File: src/verilog/flag_host_pkg.sv
// Package with constants and carrier types for the semaphore flag host controller.
package flag_host_pkg;
    localparam int CLK_MHZ          = 250;
    localparam int ADDR_W           = 14;
    localparam int DATA_W           = 16;
    localparam int FLAG_COUNT       = 8;
    localparam int IDX_W            = 3;
    localparam int BIT_ZERO_POS     = 0;
    localparam int ACCESS_NS        = 60;
    localparam int GAP_NS           = 20;
    localparam int ACCESS_CYC       = (ACCESS_NS * CLK_MHZ + 999) / 1000;
    localparam int GAP_CYC          = (GAP_NS * CLK_MHZ + 999) / 1000;
    localparam int CNT_W            = 8;
    localparam logic [IDX_W-1:0] IDX_LAST = 3'h7;

    typedef enum logic [1:0] {
        OP_CLAIM   = 2'h0,
        OP_RELEASE = 2'h1,
        OP_POLL    = 2'h2,
        OP_WITHDRAW = 2'h3
    } op_t;

    typedef struct packed {
        op_t              op;
        logic [IDX_W-1:0] idx;
    } cmd_t;

    typedef struct packed {
        logic              done;
        logic              owned;
        logic [IDX_W-1:0]  idx;
    } rsp_t;

    typedef struct packed {
        logic              chip_en_n;
        logic              flag_space_select_n;
        logic              rd_wr_n;
        logic              out_en_n;
        logic [ADDR_W-1:0] addr;
        logic [DATA_W-1:0] wdata;
        logic              data_oe;
    } pins_t;
endpackage

File: src/verilog/flag_pulse_timer.sv
// Cycle counter that marks the end of one pin phase with a one-cycle pulse.
`timescale 1ns/1ns
module flag_pulse_timer (
    input  wire logic                        clk,
    input  wire logic                        srst,
    input  wire logic                        start,
    input  wire logic [flag_host_pkg::CNT_W-1:0] len,
    output logic                             expired
);
    import flag_host_pkg::*;

    logic [CNT_W-1:0] cnt_q;
    logic             run_q;

    always_ff @(posedge clk) begin
        if (srst) begin
            cnt_q <= '0;
            run_q <= 1'b0;
        end else if (start) begin
            cnt_q <= len;
            run_q <= 1'b1;
        end else if (run_q) begin
            if (cnt_q <= 8'h01) begin
                run_q <= 1'b0;
            end
            cnt_q <= cnt_q - 8'h01;
        end
    end

    // Start is left out here, since callers derive start from expired in the same cycle.
    assign expired = run_q && (cnt_q <= 8'h01);
endmodule

File: src/verilog/flag_host.sv
// Host controller that claims, polls and releases semaphore flags over the port pins.
// Summary of operation
// - Flag access only with flag select low.
// - Deassert select or enable between polling reads.
// - Claim is write zero, then read back.
// - After failure, poll again or write one.
// - Memory enable high while flag select low.
// - Write one to every flag at start-up.
`timescale 1ns/1ns
module flag_host (
    input  wire logic                   clk,
    input  wire logic                   srst,
    input  wire flag_host_pkg::cmd_t    cmd,
    input  wire logic                   cmd_valid,
    output logic                        cmd_ready,
    output flag_host_pkg::rsp_t         rsp,
    output flag_host_pkg::pins_t        pins,
    input  wire logic [flag_host_pkg::DATA_W-1:0] rdata,
    output logic                        init_done
);
    import flag_host_pkg::*;

    typedef enum logic [2:0] {
        ST_INIT_WR = 3'h0,
        ST_IDLE    = 3'h1,
        ST_WRITE   = 3'h2,
        ST_GAP     = 3'h3,
        ST_READ    = 3'h4,
        ST_DONE    = 3'h5
    } state_t;

    state_t           state_q;
    cmd_t             cmd_q;
    logic [IDX_W-1:0] init_idx_q;
    logic             init_done_q;
    logic [DATA_W-1:0] s1_q;
    logic [DATA_W-1:0] s2_q;
    logic [DATA_W-1:0] s3_q;
    logic             owned_q;
    logic             done_q;
    pins_t            pins_q;
    logic             tstart;
    logic [CNT_W-1:0] tlen;
    logic             texp;

    // Value written for an operation; only data bit zero carries meaning.
    function automatic logic wr_bit(input op_t op);
        return (op == OP_RELEASE || op == OP_WITHDRAW);
    endfunction

    // Builds the pin image for a flag access with the memory enable held off.
    function automatic pins_t flag_pins(input logic [IDX_W-1:0] idx, input logic wr,
                                        input logic rd, input logic bitv);
        pins_t p;
        p = '0;
        p.chip_en_n           = 1'b1;
        p.flag_space_select_n = !(wr || rd);
        p.rd_wr_n             = !wr;
        p.out_en_n            = !rd;
        p.addr                = '0;
        p.addr[IDX_W-1:0]     = idx;
        p.wdata               = '0;
        p.wdata[BIT_ZERO_POS] = bitv;
        p.data_oe             = wr;
        return p;
    endfunction

    flag_pulse_timer u_timer (
        .clk     (clk),
        .srst    (srst),
        .start   (tstart),
        .len     (tlen),
        .expired (texp)
    );

    // Three-stage input capture; only stages two and three are compared.
    always_ff @(posedge clk) begin
        if (srst) begin
            s1_q <= '0;
            s2_q <= '0;
            s3_q <= '0;
        end else begin
            s1_q <= rdata;
            s2_q <= s1_q;
            s3_q <= s2_q;
        end
    end

    always_comb begin
        tstart = 1'b0;
        tlen   = CNT_W'(ACCESS_CYC);
        case (state_q)
            ST_IDLE:    tstart = cmd_valid || !init_done_q;
            ST_INIT_WR: begin
                tstart = texp && (init_idx_q != IDX_LAST);
                tlen   = CNT_W'(GAP_CYC);
            end
            ST_WRITE:   begin
                tstart = texp && (cmd_q.op == OP_CLAIM);
                tlen   = CNT_W'(GAP_CYC);
            end
            ST_GAP:     tstart = texp;
            default:    tstart = 1'b0;
        endcase
    end

    // The command is held for the whole access so the pins stay stable.
    always_ff @(posedge clk) begin
        if (srst) begin
            cmd_q <= '{op: OP_CLAIM, idx: '0};
        end else if (state_q == ST_IDLE && init_done_q && cmd_valid) begin
            cmd_q <= cmd;
        end
    end

    // Start-up walk over all flags; every reset begins it again at flag zero.
    always_ff @(posedge clk) begin
        if (srst) begin
            init_idx_q  <= '0;
            init_done_q <= 1'b0;
        end else if (state_q == ST_INIT_WR && texp) begin
            if (init_idx_q == IDX_LAST) begin
                init_done_q <= 1'b1;
            end else begin
                init_idx_q <= init_idx_q + 3'h1;
            end
        end
    end

    always_ff @(posedge clk) begin
        if (srst) begin
            state_q <= ST_IDLE;
        end else begin
            case (state_q)
                ST_IDLE: begin
                    if (!init_done_q) begin
                        state_q <= ST_INIT_WR;
                    end else if (cmd_valid) begin
                        state_q <= (cmd.op == OP_POLL) ? ST_READ : ST_WRITE;
                    end
                end
                ST_INIT_WR: begin
                    if (texp) begin
                        state_q <= (init_idx_q == IDX_LAST) ? ST_IDLE : ST_GAP;
                    end
                end
                ST_WRITE: begin
                    if (texp) begin
                        // A claim must be read back after its write, never before.
                        state_q <= (cmd_q.op == OP_CLAIM) ? ST_GAP : ST_DONE;
                    end
                end
                ST_GAP: begin
                    // Select drops between accesses so the read latch reloads.
                    if (texp) begin
                        state_q <= init_done_q ? ST_READ : ST_INIT_WR;
                    end
                end
                ST_READ: begin
                    if (texp) begin
                        state_q <= ST_DONE;
                    end
                end
                ST_DONE: begin
                    state_q <= ST_IDLE;
                end
                default: state_q <= ST_IDLE;
            endcase
        end
    end

    // Read data passes three stages, so sampling waits out the access time.
    always_ff @(posedge clk) begin
        if (srst) begin
            owned_q <= 1'b0;
        end else if (state_q == ST_READ && texp) begin
            // Two agreeing stages with a zero on every bit mean this side holds the token.
            owned_q <= (s2_q == s3_q) && (s3_q == '0);
        end else if (state_q == ST_WRITE && texp && cmd_q.op != OP_CLAIM) begin
            owned_q <= 1'b0;
        end
    end

    always_ff @(posedge clk) begin
        if (srst) begin
            done_q <= 1'b0;
        end else begin
            done_q <= (state_q == ST_DONE);
        end
    end

    always_ff @(posedge clk) begin
        if (srst) begin
            pins_q <= flag_pins('0, 1'b0, 1'b0, 1'b0);
        end else begin
            case (state_q)
                ST_INIT_WR: pins_q <= flag_pins(init_idx_q, !texp, 1'b0, 1'b1);
                ST_WRITE:   pins_q <= flag_pins(cmd_q.idx, !texp, 1'b0, wr_bit(cmd_q.op));
                ST_READ:    pins_q <= flag_pins(cmd_q.idx, 1'b0, !texp, 1'b0);
                default:    pins_q <= flag_pins(cmd_q.idx, 1'b0, 1'b0, 1'b0);
            endcase
        end
    end

    // Flags are advisory; the host never gates other traffic on them.
    assign cmd_ready = (state_q == ST_IDLE) && init_done_q;
    assign init_done = init_done_q;
    assign pins      = pins_q;
    assign rsp       = '{done: done_q, owned: owned_q, idx: cmd_q.idx};
endmodule

File: config.mk
export PLATFORM = sky130hd
export DESIGN_NAME = flag_host
export DESIGN_NICKNAME = d
export VERILOG_FILES = /design/src/verilog/flag_host_pkg.sv /design/src/verilog/flag_pulse_timer.sv /design/src/verilog/flag_host.sv
export SDC_FILE = /design/constraint.sdc
export NUM_CORES = 1
export LEC_CHECK = 0
export BUFFER_PORTS_ARGS = -buffer_cell sky130_fd_sc_hd__clkbuf_2
export CAP_MARGIN = 5
export CORE_ASPECT_RATIO = 2
export CORE_MARGIN = 3
export CORE_UTILIZATION = 39
export DETAILED_ROUTE_END_ITERATION = 6
export SLEW_MARGIN = 15
export SYNTH_ARGS = -nofsm -noshare
export SYNTH_HDL_FRONTEND = slang
export SYNTH_SLANG_ARGS = --single-unit
File: constraint.sdc
create_clock -name clk -period 2.7 [get_ports clk]
set_input_delay 0.135 -clock clk [delete_from_list [all_inputs] [get_ports clk]]
set_output_delay 0.135 -clock clk [all_outputs]
set_load 0.005 [all_outputs]
# Word level (Yosys, flattened, before mapping)
# Index checks and enable logic that the tools add are counted.
# word_totals
out_inout_bits	42
reg_bits	106
input_bits	24
# classes
eq_ne	16
addsub	2
reduce_logical	24
n_mux	21
order_cmp	1
bitwise_logic	1
# ops
op	count
case mux 34 bit (3 select lines)	1
2-to-1 mux 3 bit	9
equality test 16 bit	1
zero test 16 bit	1
2-to-1 mux 8 bit	2
case mux 3 bit (5 select lines)	1
logical AND 1 bit	10
equality test 3 bit, second input constant	3
less-or-equal comparator 8 x 1 -> 1 bit, second input constant	1
!= test 2 bit, second input constant	4
subtractor 8 x 1 -> 8 bit, second input constant	1
equality test 3 x 2 -> 1 bit, second input constant	2
!= test 3 bit, second input constant	2
nonzero test 2 bit	3
2-to-1 mux 1 bit	5
AND reduction 5 bit	1
equality test 2 bit, second input constant	2
2-to-1 mux 4 bit	1
case mux 1 bit (4 select lines)	1
AND reduction 2 bit	2
adder 3 x 1 -> 3 bit, second input constant	1
equality test 3 x 1 -> 1 bit, second input constant	1
zero test 3 bit	1
equality test 2 x 1 -> 1 bit, second input constant	1
other kinds (6)	8

# Depth between registers and ports, before layout
# Gate-level depths: netlist of run 1.
# logic_depth
word_depth	6
ltp_mapped	7
depth_no_buf	6

# Modules after synthesis
# Synthesis of run 1 repeated with hierarchy kept, for this count alone.
# unflattened
hier_cells	339
area_unflattened_um2	3291.9
# modules_own_cells
module	cells_per_inst	seq_area_each_um2	area_each_um2	n_inst
flag_host	273	1401.3	2751.4	1
flag_pulse_timer	66	180.2	540.5	1

# Worst setup path before layout of run 1
# No wires, ideal clock.
# synth_timing
kind	reg-to-reg
from	reg u_timer.run_q
to	reg u_timer.cnt_q[1]
setup_slack_ns	0.824
setup_time_ns	0.130
arrival_time_ns	1.747
path_buffers	2
stages_incl_launch_ff	7
cell_sequence	dfxtp_1 > buf_2 > or3b_4 > or3_1 > buf_6 > nor4b_4 > a311oi_1
# synth_via
elab_chain_cells	4
elab_cells_between_ends	6
cone_classes	2 x mux; 4 x reduce/logical
# synth_rtl
element	line	source
start, declared	flag_pulse_timer.sv:13	logic run_q;
start signal, assigned	flag_pulse_timer.sv:18	run_q <= 1'b0;
start signal, assigned	flag_pulse_timer.sv:21	run_q <= 1'b1;
start signal, assigned	flag_pulse_timer.sv:24	run_q <= 1'b0;
logical AND 1 bit	flag_pulse_timer.sv:31	assign expired = run_q && (cnt_q <= 8'h01);
logical AND 1 bit, on equally long branches	flag_host.sv:99, flag_host.sv:95	
case mux 1 bit (4 select lines)	flag_host.sv:92	case (state_q)
2-to-1 mux 8 bit / nonzero test 2 bit (equally long branches)	n/a	
end signal, assigned	flag_pulse_timer.sv:20	cnt_q <= len;
end signal, assigned	flag_pulse_timer.sv:26	cnt_q <= cnt_q - 8'h01;
end, declared	flag_pulse_timer.sv:12	logic [CNT_W-1:0] cnt_q;
# Several ways; a longest one is shown, not always the timed one.
# A chain may end at the register's enable or synchronous reset.

# Worst setup path in the final report of run 1
# Ends and elaborated chain as after synthesis.

==> results of run 1 <==
-- per-stage QoR --
stage / util / hold WS (ps)
2_1_floorplan: - / 263
3_3_place_gp: 0.417 / 345
3_5_place_dp: 0.417 / 347
4_1_cts: 0.459 / 1.23
5_1_grt: 0.459 / 21.6
6_report: 0.459 / 7.30
-- critical path: cells and delay by family (launching register included) --
kind	cells	cell delay [ps]
flip-flops	1	470
AO/OA/AOI/OAI	1	90
AND/OR/NAND/NOR	3	1410
-- cell families after synthesis --
family	Yosys count	share of synthesized area
AO/OA/AOI/OAI	33	0.0733
other	2	0.00235
flip-flops	79	0.495
adder cells (fa/ha/maj)	4	0.0157
buffers and inverters	55	0.105
multiplexers	7	0.0223
AND/OR/NAND/NOR	126	0.236
XOR/XNOR	18	0.0494
-- area by class of cell --
type | instances | area [um^2]
Fill cell | 785 | 4290
Sequential cell | 79 | 1580
Multi-Input combinational cell | 215 | 1370
Clock buffer | 12 | 256
Timing Repair Buffer | 44 | 245
Tap cell | 96 | 120
Clock inverter | 3 | 42.5
Inverter | 9 | 33.8
-- layer usage --
metal | up-vias | GRT usage
met1 | 981 | 0.109
li1 | 1090 | -
met2 | 52 | 0.243
met5 | - | 0
met4 | 0 | 0.0650
met3 | 9 | 0.0398
-- state kept, by name, indices dropped and copies added (netlist names) --
register	cells
cmd_q	2
init_done	1
u_timer.cnt_q	8
u_timer.run_q	1
s1_q	16
init_idx_q	3
rsp	3
owned_q	1
pins	8
state_q	3
s2_q	16
s3_q	16
done_q	1
-- final timing paths --
check | start | endpoint | slack (ps) | cells past startpoint
max | u_timer.run_q$_SDFF_PP0_ | u_timer.cnt_q[1]$_SDFFE_PP0P_ | 590 | 4
min | rdata[1] | s1_q[1]$_SDFF_PP0_ | 7 | 2
max reg2reg | u_timer.run_q$_SDFF_PP0_ | u_timer.cnt_q[1]$_SDFFE_PP0P_ | 590 | 4
min reg2reg | s2_q[5]$_SDFF_PP0_ | s3_q[5]$_SDFF_PP0_ | 430 | 2
-- report_power, final --
part | internal [mW] | leakage, nW | total, mW | switching, mW
clock network | 0.759 | 0.145 | 1.20 | 0.442
registers | 1.29 | 0.648 | 1.44 | 0.150
logic | 0.354 | 0.672 | 0.790 | 0.437
total | 2.40 | 1.46 | 3.43 | 1.03
-- cell usage after synthesis, drive strengths merged (2+ instances only) --
cell type,instances
nor2b,48
nor2,15
dfxtp,79
or3,3
nand2b,6
nor4,7
ha,4
xor2,2
inv,8
a21oi,10
mux2i,6
nand4,4
buf,36
a32o,2
conb,2
nand3,8
or4,3
xnor2,16
nand2,17
o221ai,2
o21ai,5
nor3,8
clkbuf,10
o31ai,3
-- repair_timing --
action,in CTS,in global routing
hold buffers,4,0
setup buffers,0,0
hold endpoints to repair,4,0
==> metrics, run 1 <==
GR Overflow Total 0; worst-case clock buffer depth 2; YS warnings 0; clock latency of the later-clocked register in the worst-skew pair ~330 ps; fmax between 400 and 500 MHz; net count reported at finish 386; slew at the pin closest to its max-slew limit between 600 and 700 ps; proportion of register bits with asynchronous set or reset after synthesis 0; routed vias/inst 4.66; share of post-route cells with drive strength above 1 0.180; area grow syn2layout 14.3%; critical path, cell by cell or3b_4, or3_1, nor4b_4, a311oi_1; final routed wirelength across all metal layers roughly 5700 um; number of cells produced by synthesis around 320; detail-routed net length per standard cell 12.4 um; die area about 9400 um^2; number of endpoints failing setup at the final stage 0; drt drc 0; Final Instance Count excl. Fillers about 460; number of storage elements in the synthesis netlist just under 80; cell area reported after detailed placement ~3300 um^2; antenna violations before repair 0; register area share after synthesis 0.495; I/O pin count 66; critical path peak fanout 9; router iterations before antenna repair 4; met2 routed WL between 3000 and 4000 um; worst-case headroom to the max-slew limit 0.545; RD Place Congestion 0.790; clock period minus final worst setup slack 2110 ps; Post-Place Setup Slack about 600 ps; Leakage 1.46 nW; number of levels in the clock H-tree 3; total placed cells including tap cells ~440; path type of the worst setup path register to register; vertical die dimension approximately 130 um; count of pins over their slew limit 0; overall power consumption between 3 and 4 mW; detailed route wirelength on metal3 275 um; required time reported for the critical path endpoint ~2900 ps; number of port buffers 38; Total GRT Usage 0.125; cell chosen for the clock root sky130_fd_sc_hd__clkbuf_16; most common cell after layout, fill and taps aside sky130_fd_sc_hd__dfxtp_1; vias in the first global route approximately 2000; most frequent cells in the layout 79 x sky130_fd_sc_hd__dfxtp_1, 48 x sky130_fd_sc_hd__nor2b_1, 38 x sky130_fd_sc_hd__clkbuf_2, 27 x sky130_fd_sc_hd__conb_1, 17 x sky130_fd_sc_hd__nand2_1; TritonCTS buffer count 9; skew final 4.88 ps; Crit. End Element register; number of nets with antenna violations after detailed routing 0; clock sink total 79; delay contributed by the slowest stage of the critical path roughly 570 ps; max-cap violations 0; Iteration-0 DRC Markers ~150; average cell area after synthesis around 9.9 um^2; top layer reached by signal wires met4; setup tns final 0 ps; largest net degree at the start of global routing 45; worst min-delay path category input port to register; Arr. time, crit path approximately 2300 ps; Met1 Wirelength 2020 um; global-route wire length before repair 9050 um; Setup WS post-layout 592 ps; flip-flop cell with the highest count after synthesis sky130_fd_sc_hd__dfxtp_1; final worst-path cycle share 0.781; number of instances resized during post-cts repair 0; clock-pin transition on the worst setup and hold timing paths roughly 60 ps; effective utilization at floorplan 0.402; Critical Path Slowest Stage Cell sky130_fd_sc_hd__or3_1; peak supply drop 0.474 mV; clock tree from TritonCTS yes; Die W 70.0 um; RSZ-0062 raised after global routing false; Detail Placement HPWL roughly 4100 um; startpoint class of the critical path register; Antenna Diode Count 0; cell type with the largest total area after synthesis sky130_fd_sc_hd__dfxtp_1; number of hold-slack violations in the final timing report 0; Row Count between 40 and 50; Non-Filler Cell Area, Final around 3600 um^2; Core ar. between 7000 and 8000 um^2; power density over the cells 939 nW/um^2; Post-synth EDFFs 0; outcome complete, no violations; combined area of all synthesized cells between 3000 and 4000 um^2; library cells used by synthesis 52; most area-consuming cells after synthesis sky130_fd_sc_hd__dfxtp_1 50%, sky130_fd_sc_hd__nor2b_1 9.4%, sky130_fd_sc_hd__buf_4 7.5%, sky130_fd_sc_hd__xnor2_1 4.4%, sky130_fd_sc_hd__nand2_1 2.0%; number of vias after detailed routing ~2100; area share of the largest cell type after synthesis 0.495
Note: power is estimated with default switching activity, not from simulation.
==> run 2, diff against run 1 <==
==> constraint.sdc (replaced) <==
create_clock -name clk -period 2.1 [get_ports clk]
set_input_delay 0.105 -clock clk [delete_from_list [all_inputs] [get_ports clk]]
set_output_delay 0.105 -clock clk [all_outputs]
set_load 0.005 [all_outputs]
==> run 2 against run 1 <==
Core utilization grew 2.6 points. Setup slack lost 470 ps. Combinational power grew 51%. Flip-flop and latch count is the same.
==> metrics, run 2 (synthesis results as in run 1) <==
clock period minus final worst setup slack 1980 ps (was 2110 ps); worst hold margin 45.3 ps (was 7.30 ps); antenna violations before repair 0 (unchanged); biggest regs s1_q: 16 flops, s2_q: 16 flops, s3_q: 16 flops (unchanged); outcome complete, no violations (unchanged); RD Place Congestion 0.815 (was 0.790); slew at the pin closest to its max-slew limit 619 ps (was 678 ps); routed vias/inst 4.64 (was 4.66); I/O pin count 66 (unchanged); Setup WS post-layout 122 ps (was 592 ps); most common cell after layout, fill and taps aside sky130_fd_sc_hd__dfxtp_1 (unchanged); share of the core filled with cells in the final layout 0.486 (was 0.459); TritonCTS buffer count 9 (unchanged); net count reported at finish 407 (was 386); required time reported for the critical path endpoint 2310 ps (was 2900 ps); number of vias after detailed routing 2221 (was 2132); number of endpoints failing setup at the final stage 0 (unchanged); cell chosen for the clock root sky130_fd_sc_hd__clkbuf_16 (unchanged); vias in the first global route 2213 (was 2044); effective utilization at floorplan 0.402 (unchanged); Row Count 46 (unchanged); Die W 70.0 um (unchanged); RSZ-0062 raised after global routing false (unchanged); area grow syn2layout 20.8% (was 14.3%); Arr. time, crit path 2190 ps (was 2310 ps); detail-routed net length per standard cell 12.2 um (was 12.4 um); Total GRT Usage 0.136 (was 0.125); Iteration-0 DRC Markers 101 (was 151); number of hold-slack violations in the final timing report 0 (unchanged); vertical die dimension 134 um (unchanged); power density over the cells 1190 nW/um^2 (was 939 nW/um^2); clock tree from TritonCTS yes (unchanged); startpoint class of the critical path register (unchanged); die area 9370 um^2 (unchanged); Crit. End Element register (unchanged); Core ar. 7940 um^2 (unchanged); skew final 4.11 ps (was 4.88 ps); Worst Min Path Start cmd[3] (was rdata[1]); largest net degree at the start of global routing 56 (was 45); count of pins over their slew limit 0 (unchanged); number of nets with antenna violations after detailed routing 0 (unchanged); number of port buffers 38 (unchanged); worst-case headroom to the max-slew limit 0.584 (was 0.545); number of levels in the clock H-tree 3 (unchanged); launch instance of the worst register-to-register path u_timer.cnt_q[4]$_SDFFE_PP0P_ (was u_timer.run_q$_SDFF_PP0_); path type of the worst setup path register to register (unchanged); Post-Place Setup Slack 129 ps (was 599 ps); max-cap violations 0 (unchanged); worst-case clock buffer depth 2 (unchanged); Detail Placement HPWL 4260 um (was 4080 um); peak supply drop 0.740 mV (was 0.474 mV); Antenna Diode Count 0 (unchanged); clock-pin transition on the worst setup and hold timing paths 60 ps (about the same); share of post-route cells with drive strength above 1 0.188 (was 0.180); critical path peak fanout 9 (unchanged); router iterations before antenna repair 4 (unchanged); worst setup path start u_timer.cnt_q[4]$_SDFFE_PP0P_ (was u_timer.run_q$_SDFF_PP0_); setup tns final 0 ps (unchanged); worst min-delay path category input port to register (unchanged); final routed wirelength across all metal layers 5830 um (was 5660 um); clock latency of the later-clocked register in the worst-skew pair 330 ps (about the same); Leakage 1.57 nW (was 1.46 nW); fmax 505 MHz (was 474 MHz); overall power consumption 4.57 mW (was 3.43 mW); most frequent cells in the layout 79 x sky130_fd_sc_hd__dfxtp_1, 48 x sky130_fd_sc_hd__nor2b_1, 38 x sky130_fd_sc_hd__clkbuf_2, 27 x sky130_fd_sc_hd__conb_1, 19 x sky130_fd_sc_hd__dlygate4sd3_1 (was 79 x sky130_fd_sc_hd__dfxtp_1, 48 x sky130_fd_sc_hd__nor2b_1, 38 x sky130_fd_sc_hd__clkbuf_2, 27 x sky130_fd_sc_hd__conb_1, 17 x sky130_fd_sc_hd__nand2_1); drt drc 0 (unchanged); global-route wire length before repair 9880 um (was 9050 um); GR Overflow Total 0 (unchanged); final worst-path cycle share 0.942 (was 0.781); clock sink total 79 (unchanged)
## run 2: per-layer routing
layer | routed length, um | GRT usage | vias up
met1 | 1990 | 0.118 | 1021
li1 | - | - | 1132
met5 | 0 | 0 | -
met2 | 3360 | 0.259 | 54
met4 | 211 | 0.0864 | 0
met3 | 267 | 0.0443 | 14
## run 2: worst paths after layout
check,end,slack (ps),depth (start not counted)
max,u_timer.cnt_q[3]$_SDFFE_PP0P_,120,4
max reg2reg,u_timer.cnt_q[3]$_SDFFE_PP0P_,120,4
min,cmd_q[3]$_SDFFE_PP0P_,50,3
min reg2reg,s2_q[0]$_SDFF_PP0_,430,1
## run 2: cell type report
| cell class | count | area, um^2 |
|---|---|---|
| well taps | 96 | 120 |
| flip-flops and latches | 79 | 1580 |
| inverters | 9 | 33.8 |
| fillers | 776 | 4090 |
| repair buffers | 65 | 440 |
| clock inverters | 6 | 86.3 |
| multi-input cells | 215 | 1370 |
| clock buffers | 9 | 225 |
## run 2: stage by stage
stage | instance area (um^2) | cells
floorplan | 3290 | 349
finish | 3860 | 479
CTS | 3860 | 479
detailed placement | 3350 | 445
global placement | 3350 | 445
global route | 3860 | 479
## run 2: critical path: stages (launching register included)
cell	delay [ps]
sky130_fd_sc_hd__dfxtp_1	330
sky130_fd_sc_hd__or4_4	530
sky130_fd_sc_hd__or3_1	550
sky130_fd_sc_hd__nor4b_4	350
sky130_fd_sc_hd__a211oi_1	80
## run 2: power by group
group	switching (mW)	internal, mW	leakage, nW
clock	0.575	1.03	0.151
combinational	0.654	0.536	0.766
sequential	0.126	1.65	0.648
## run 2: timing repair
item                                   CTS  global route
hold buffers                            19             0
resized for setup                        0             1
buffers inserted                         0             0
endpoints found under the hold margin   19             0
setup endpoints to repair                0             7
==> run 3, diff against run 2 <==
--- a/config.mk
+++ b/config.mk
@@ -5,6 +5,7 @@
 export SDC_FILE = /design/constraint.sdc
 export NUM_CORES = 1
 export LEC_CHECK = 0
+export ABC_AREA = 1
 export BUFFER_PORTS_ARGS = -buffer_cell sky130_fd_sc_hd__clkbuf_2
 export CAP_MARGIN = 5
 export CORE_ASPECT_RATIO = 2
==> run 3 against run 2 <==
Die area is 2.6% higher. Final cell count rose by 20%. Register-to-register slack gained 340 ps. Critical path depth rose by 2. Total power fell by 7.1%. Non-clock buffer count fell by 9. Synthesized area increased by 2.8%. Flip-flop and latch count unchanged. Critical path type unchanged.
==> metrics, run 3 <==
worst setup path start init_idx_q[0]$_SDFFE_PP0P_ (was u_timer.cnt_q[4]$_SDFFE_PP0P_); most area-consuming cells after synthesis sky130_fd_sc_hd__dfxtp_1 48%, sky130_fd_sc_hd__nor2_1 9.6%, sky130_fd_sc_hd__inv_1 9.0%, sky130_fd_sc_hd__buf_4 7.3%, sky130_fd_sc_hd__nand2_1 3.5% (was sky130_fd_sc_hd__dfxtp_1 50%, sky130_fd_sc_hd__nor2b_1 9.4%, sky130_fd_sc_hd__buf_4 7.5%, sky130_fd_sc_hd__xnor2_1 4.4%, sky130_fd_sc_hd__nand2_1 2.0%); router iterations before antenna repair 4 (unchanged); Net Switching 1.30 mW (was 1.36 mW); vias in the first global route 2433 (was 2213); worst-case clock buffer depth 2 (unchanged); global-route wire length before repair 10200 um (was 9880 um); routed vias/inst 4.34 (was 4.64); Iteration-0 DRC Markers 64 (was 101); outcome complete, no violations (unchanged); antenna violations before repair 0 (unchanged); Arr. time, crit path 1860 ps (was 2190 ps); share of the core filled with cells in the final layout 0.483 (was 0.486); area share of the largest cell type after synthesis 0.482 (was 0.495); Antenna Diode Count 0 (unchanged); Crit. End Element register (unchanged); startpoint class of the critical path register (unchanged); path type of the worst setup path register to register (unchanged); reg-to-reg slack, setup 460 ps (was 120 ps); clock sink total 79 (unchanged); internal power 2.95 mW (was 3.22 mW); effective utilization at floorplan 0.407 (was 0.402); most instantiated cells after synthesis 84 x sky130_fd_sc_hd__nor2_1, 79 x sky130_fd_sc_hd__dfxtp_1, 79 x sky130_fd_sc_hd__inv_1 (was 79 x sky130_fd_sc_hd__dfxtp_1, 48 x sky130_fd_sc_hd__nor2b_1, 32 x sky130_fd_sc_hd__buf_4); Final Instance Count excl. Fillers 573 (was 479); number of port buffers 38 (unchanged); clock share of power 0.371 (was 0.351); Row Count 46 (unchanged); RD Place Congestion 0.824 (was 0.815); reg2reg path depth 6 (was 4); most frequent cells in the layout 84 x sky130_fd_sc_hd__nor2_1, 79 x sky130_fd_sc_hd__inv_1, 79 x sky130_fd_sc_hd__dfxtp_1, 38 x sky130_fd_sc_hd__clkbuf_2, 31 x sky130_fd_sc_hd__nand2_1 (was 79 x sky130_fd_sc_hd__dfxtp_1, 48 x sky130_fd_sc_hd__nor2b_1, 38 x sky130_fd_sc_hd__clkbuf_2, 27 x sky130_fd_sc_hd__conb_1, 19 x sky130_fd_sc_hd__dlygate4sd3_1); Total GRT Usage 0.136 (about the same); vertical die dimension 136 um (was 134 um); area grow syn2layout 18.5% (was 20.8%); RSZ-0062 raised after global routing false (unchanged); clock period minus final worst setup slack 1640 ps (was 1980 ps); library cells used by synthesis 33 (was 52); most common cell after layout, fill and taps aside sky130_fd_sc_hd__nor2_1 (was sky130_fd_sc_hd__dfxtp_1); peak supply drop 0.680 mV (was 0.740 mV); combined area of all synthesized cells 3280 um^2 (was 3190 um^2); Die W 70.9 um (was 70.0 um); critical path peak fanout 5 (was 9); required time reported for the critical path endpoint 2320 ps (was 2310 ps); clock-pin transition on the worst setup and hold timing paths 60 ps (about the same); worst-case headroom to the max-slew limit 0.648 (was 0.584); register area share after synthesis 0.482 (was 0.495); number of levels in the clock H-tree 3 (unchanged); endpoint of the lowest-slack register-to-register path init_idx_q[2]$_SDFFE_PP0P_ (was u_timer.cnt_q[3]$_SDFFE_PP0P_); Leakage 1.86 nW (was 1.57 nW); sequential share of power 0.412 (was 0.389); average cell area after synthesis 7.80 um^2 (was 9.86 um^2); GR Overflow Total 0 (unchanged); die area 9620 um^2 (was 9370 um^2); drt drc 0 (unchanged); power density over the cells 1090 nW/um^2 (was 1190 nW/um^2); Sw Ratio 0.306 (was 0.296); Core ar. 8060 um^2 (was 7940 um^2); detail-routed net length per standard cell 10.3 um (was 12.2 um); number of hold-slack violations in the final timing report 0 (unchanged); proportion of register bits with asynchronous set or reset after synthesis 0 (unchanged); number of cells produced by synthesis 421 (was 324); worst min-delay path category input port to register (unchanged); fmax 610 MHz (was 505 MHz); net count reported at finish 500 (was 407); TritonCTS buffer count 9 (unchanged); setup tns final 0 ps (unchanged); largest net degree at the start of global routing 35 (was 56); Detail Placement HPWL 4500 um (was 4260 um); count of pins over their slew limit 0 (unchanged); I/O pin count 66 (unchanged); number of instances resized during post-cts repair 0 (unchanged); skew final 6.12 ps (was 4.11 ps); final routed wirelength across all metal layers 5920 um (was 5830 um); Worst Min Path Start cmd[2] (was cmd[3]); number of storage elements in the synthesis netlist 79 (unchanged); clock tree from TritonCTS yes (unchanged); number of nets with antenna violations after detailed routing 0 (unchanged); count of buffers added by post-CTS timing repair for setup 0 (unchanged); flip-flop cell with the highest count after synthesis sky130_fd_sc_hd__dfxtp_1 (unchanged); Post-synth EDFFs 0 (unchanged); biggest regs s1_q: 16 flops, s2_q: 16 flops, s3_q: 16 flops (unchanged); total placed cells including tap cells 541 (was 445); slew at the pin closest to its max-slew limit 522 ps (was 619 ps); cell type with the largest total area after synthesis sky130_fd_sc_hd__dfxtp_1 (unchanged); clock latency of the later-clocked register in the worst-skew pair 330 ps (about the same); last element of the critical path init_idx_q[2]$_SDFFE_PP0P_ (was u_timer.cnt_q[3]$_SDFFE_PP0P_); max-cap violations 0 (unchanged); launch instance of the worst register-to-register path init_idx_q[0]$_SDFFE_PP0P_ (was u_timer.cnt_q[4]$_SDFFE_PP0P_); cell chosen for the clock root sky130_fd_sc_hd__clkbuf_16 (unchanged); number of vias after detailed routing 2486 (was 2221); number of endpoints failing setup at the final stage 0 (unchanged); most common cell in the netlist sky130_fd_sc_hd__nor2_1 (was sky130_fd_sc_hd__dfxtp_1); final worst-path cycle share 0.780 (was 0.942); worst hold margin 28.5 ps (was 45.3 ps); logic gate share of total power 0.217 (was 0.260); YS warnings 0 (unchanged); share of post-route cells with drive strength above 1 0.159 (was 0.188)
==> run 3: cell count changes after synthesis, sizes merged, moves of 6 or more <==
| cell | delta |
|---|---|
| nand2b | -6 |
| clkbuf | -6 |
| mux2i | -6 |
| xnor2 | -13 |
| nand2 | +21 |
| nor2b | -48 |
| nand3 | +10 |
| a21oi | +7 |
| o21ai | +16 |
| xor2 | +10 |
| nor2 | +74 |
| inv | +74 |
| nor4 | -6 |
==> run 3: cell families after synthesis <==
logic type | Yosys count | synth area share
other cells | 2 | 0.00229
compound gates | 40 | 0.0625
buf+inv | 124 | 0.181
flops | 79 | 0.482
xor+xnor | 15 | 0.0423
fa+ha+maj | 4 | 0.0152
simple gates | 157 | 0.215
==> run 3: through the flow <==
stage | setup slack, ps | cell area (um^2) | power [mW]
2_1_floorplan | 569 | 3380 | 2.49
3_3_place_gp | 515 | 3420 | 2.66
3_5_place_dp | 475 | 3420 | 2.69
4_1_cts | 453 | 3890 | 4.32
5_1_grt | 316 | 3890 | 4.51
6_report | 461 | 3890 | 4.25
==> run 3: final cells by class <==
class / instances / area [um^2]
Tap cell: 96 / 120
Inverter: 83 / 313
Timing Repair Buffer: 56 / 365
Multi-Input combinational cell: 243 / 1200
Fill cell: 815 / 4170
Clock buffer: 10 / 239
Clock inverter: 6 / 72.6
Sequential cell: 79 / 1580
==> run 3: how the worst min path moves through the flow <==
stage	slack [ps]	to	depth (start not counted)
floorplan	210	s1_q[0]$_SDFF_PP0_	2
global placement	300	s1_q[3]$_SDFF_PP0_	3
detailed placement	300	s1_q[1]$_SDFF_PP0_	3
CTS	20	rsp[2]$_SDFFE_PP0P_	3
global route	50	rsp[2]$_SDFFE_PP0P_	3
finish	30	rsp[2]$_SDFFE_PP0P_	3
==> run 3: power by group through the flow <==
stage / registers (mW) / logic (mW) / clock network, mW
after floorplan: 1.75 / 0.737 / 0
after CTS: 1.75 / 0.932 / 1.63
after global routing: 1.77 / 1.05 / 1.69
after detailed placement: 1.78 / 0.901 / 0
final: 1.75 / 0.922 / 1.58
after global placement: 1.78 / 0.887 / 0
==> run 3: what timing repair did <==
| action | CTS | global route |
|---|---|---|
| setup endpoints to repair | 0 | 0 |
| endpoints found under the hold margin | 16 | 0 |
| hold buffers | 16 | 0 |
==> run 3: worst max-delay path, stage by stage (launching register included) <==
cell,delay [ps]
sky130_fd_sc_hd__dfxtp_1,350
sky130_fd_sc_hd__ha_1,220
sky130_fd_sc_hd__ha_1,190
sky130_fd_sc_hd__nand3b_1,190
sky130_fd_sc_hd__or2_1,330
sky130_fd_sc_hd__o21ai_0,190
sky130_fd_sc_hd__a21oi_1,60
==> run 3: routing by layer <==
metal / up-vias / wire [um] / GRT usage
met2: 51 / 3480 / 0.267
met3: 13 / 226 / 0.0357
met4: 0 / 188 / 0.0764
met5: - / 0 / 0
li1: 1299 / - / -
met1: 1123 / 2020 / 0.119
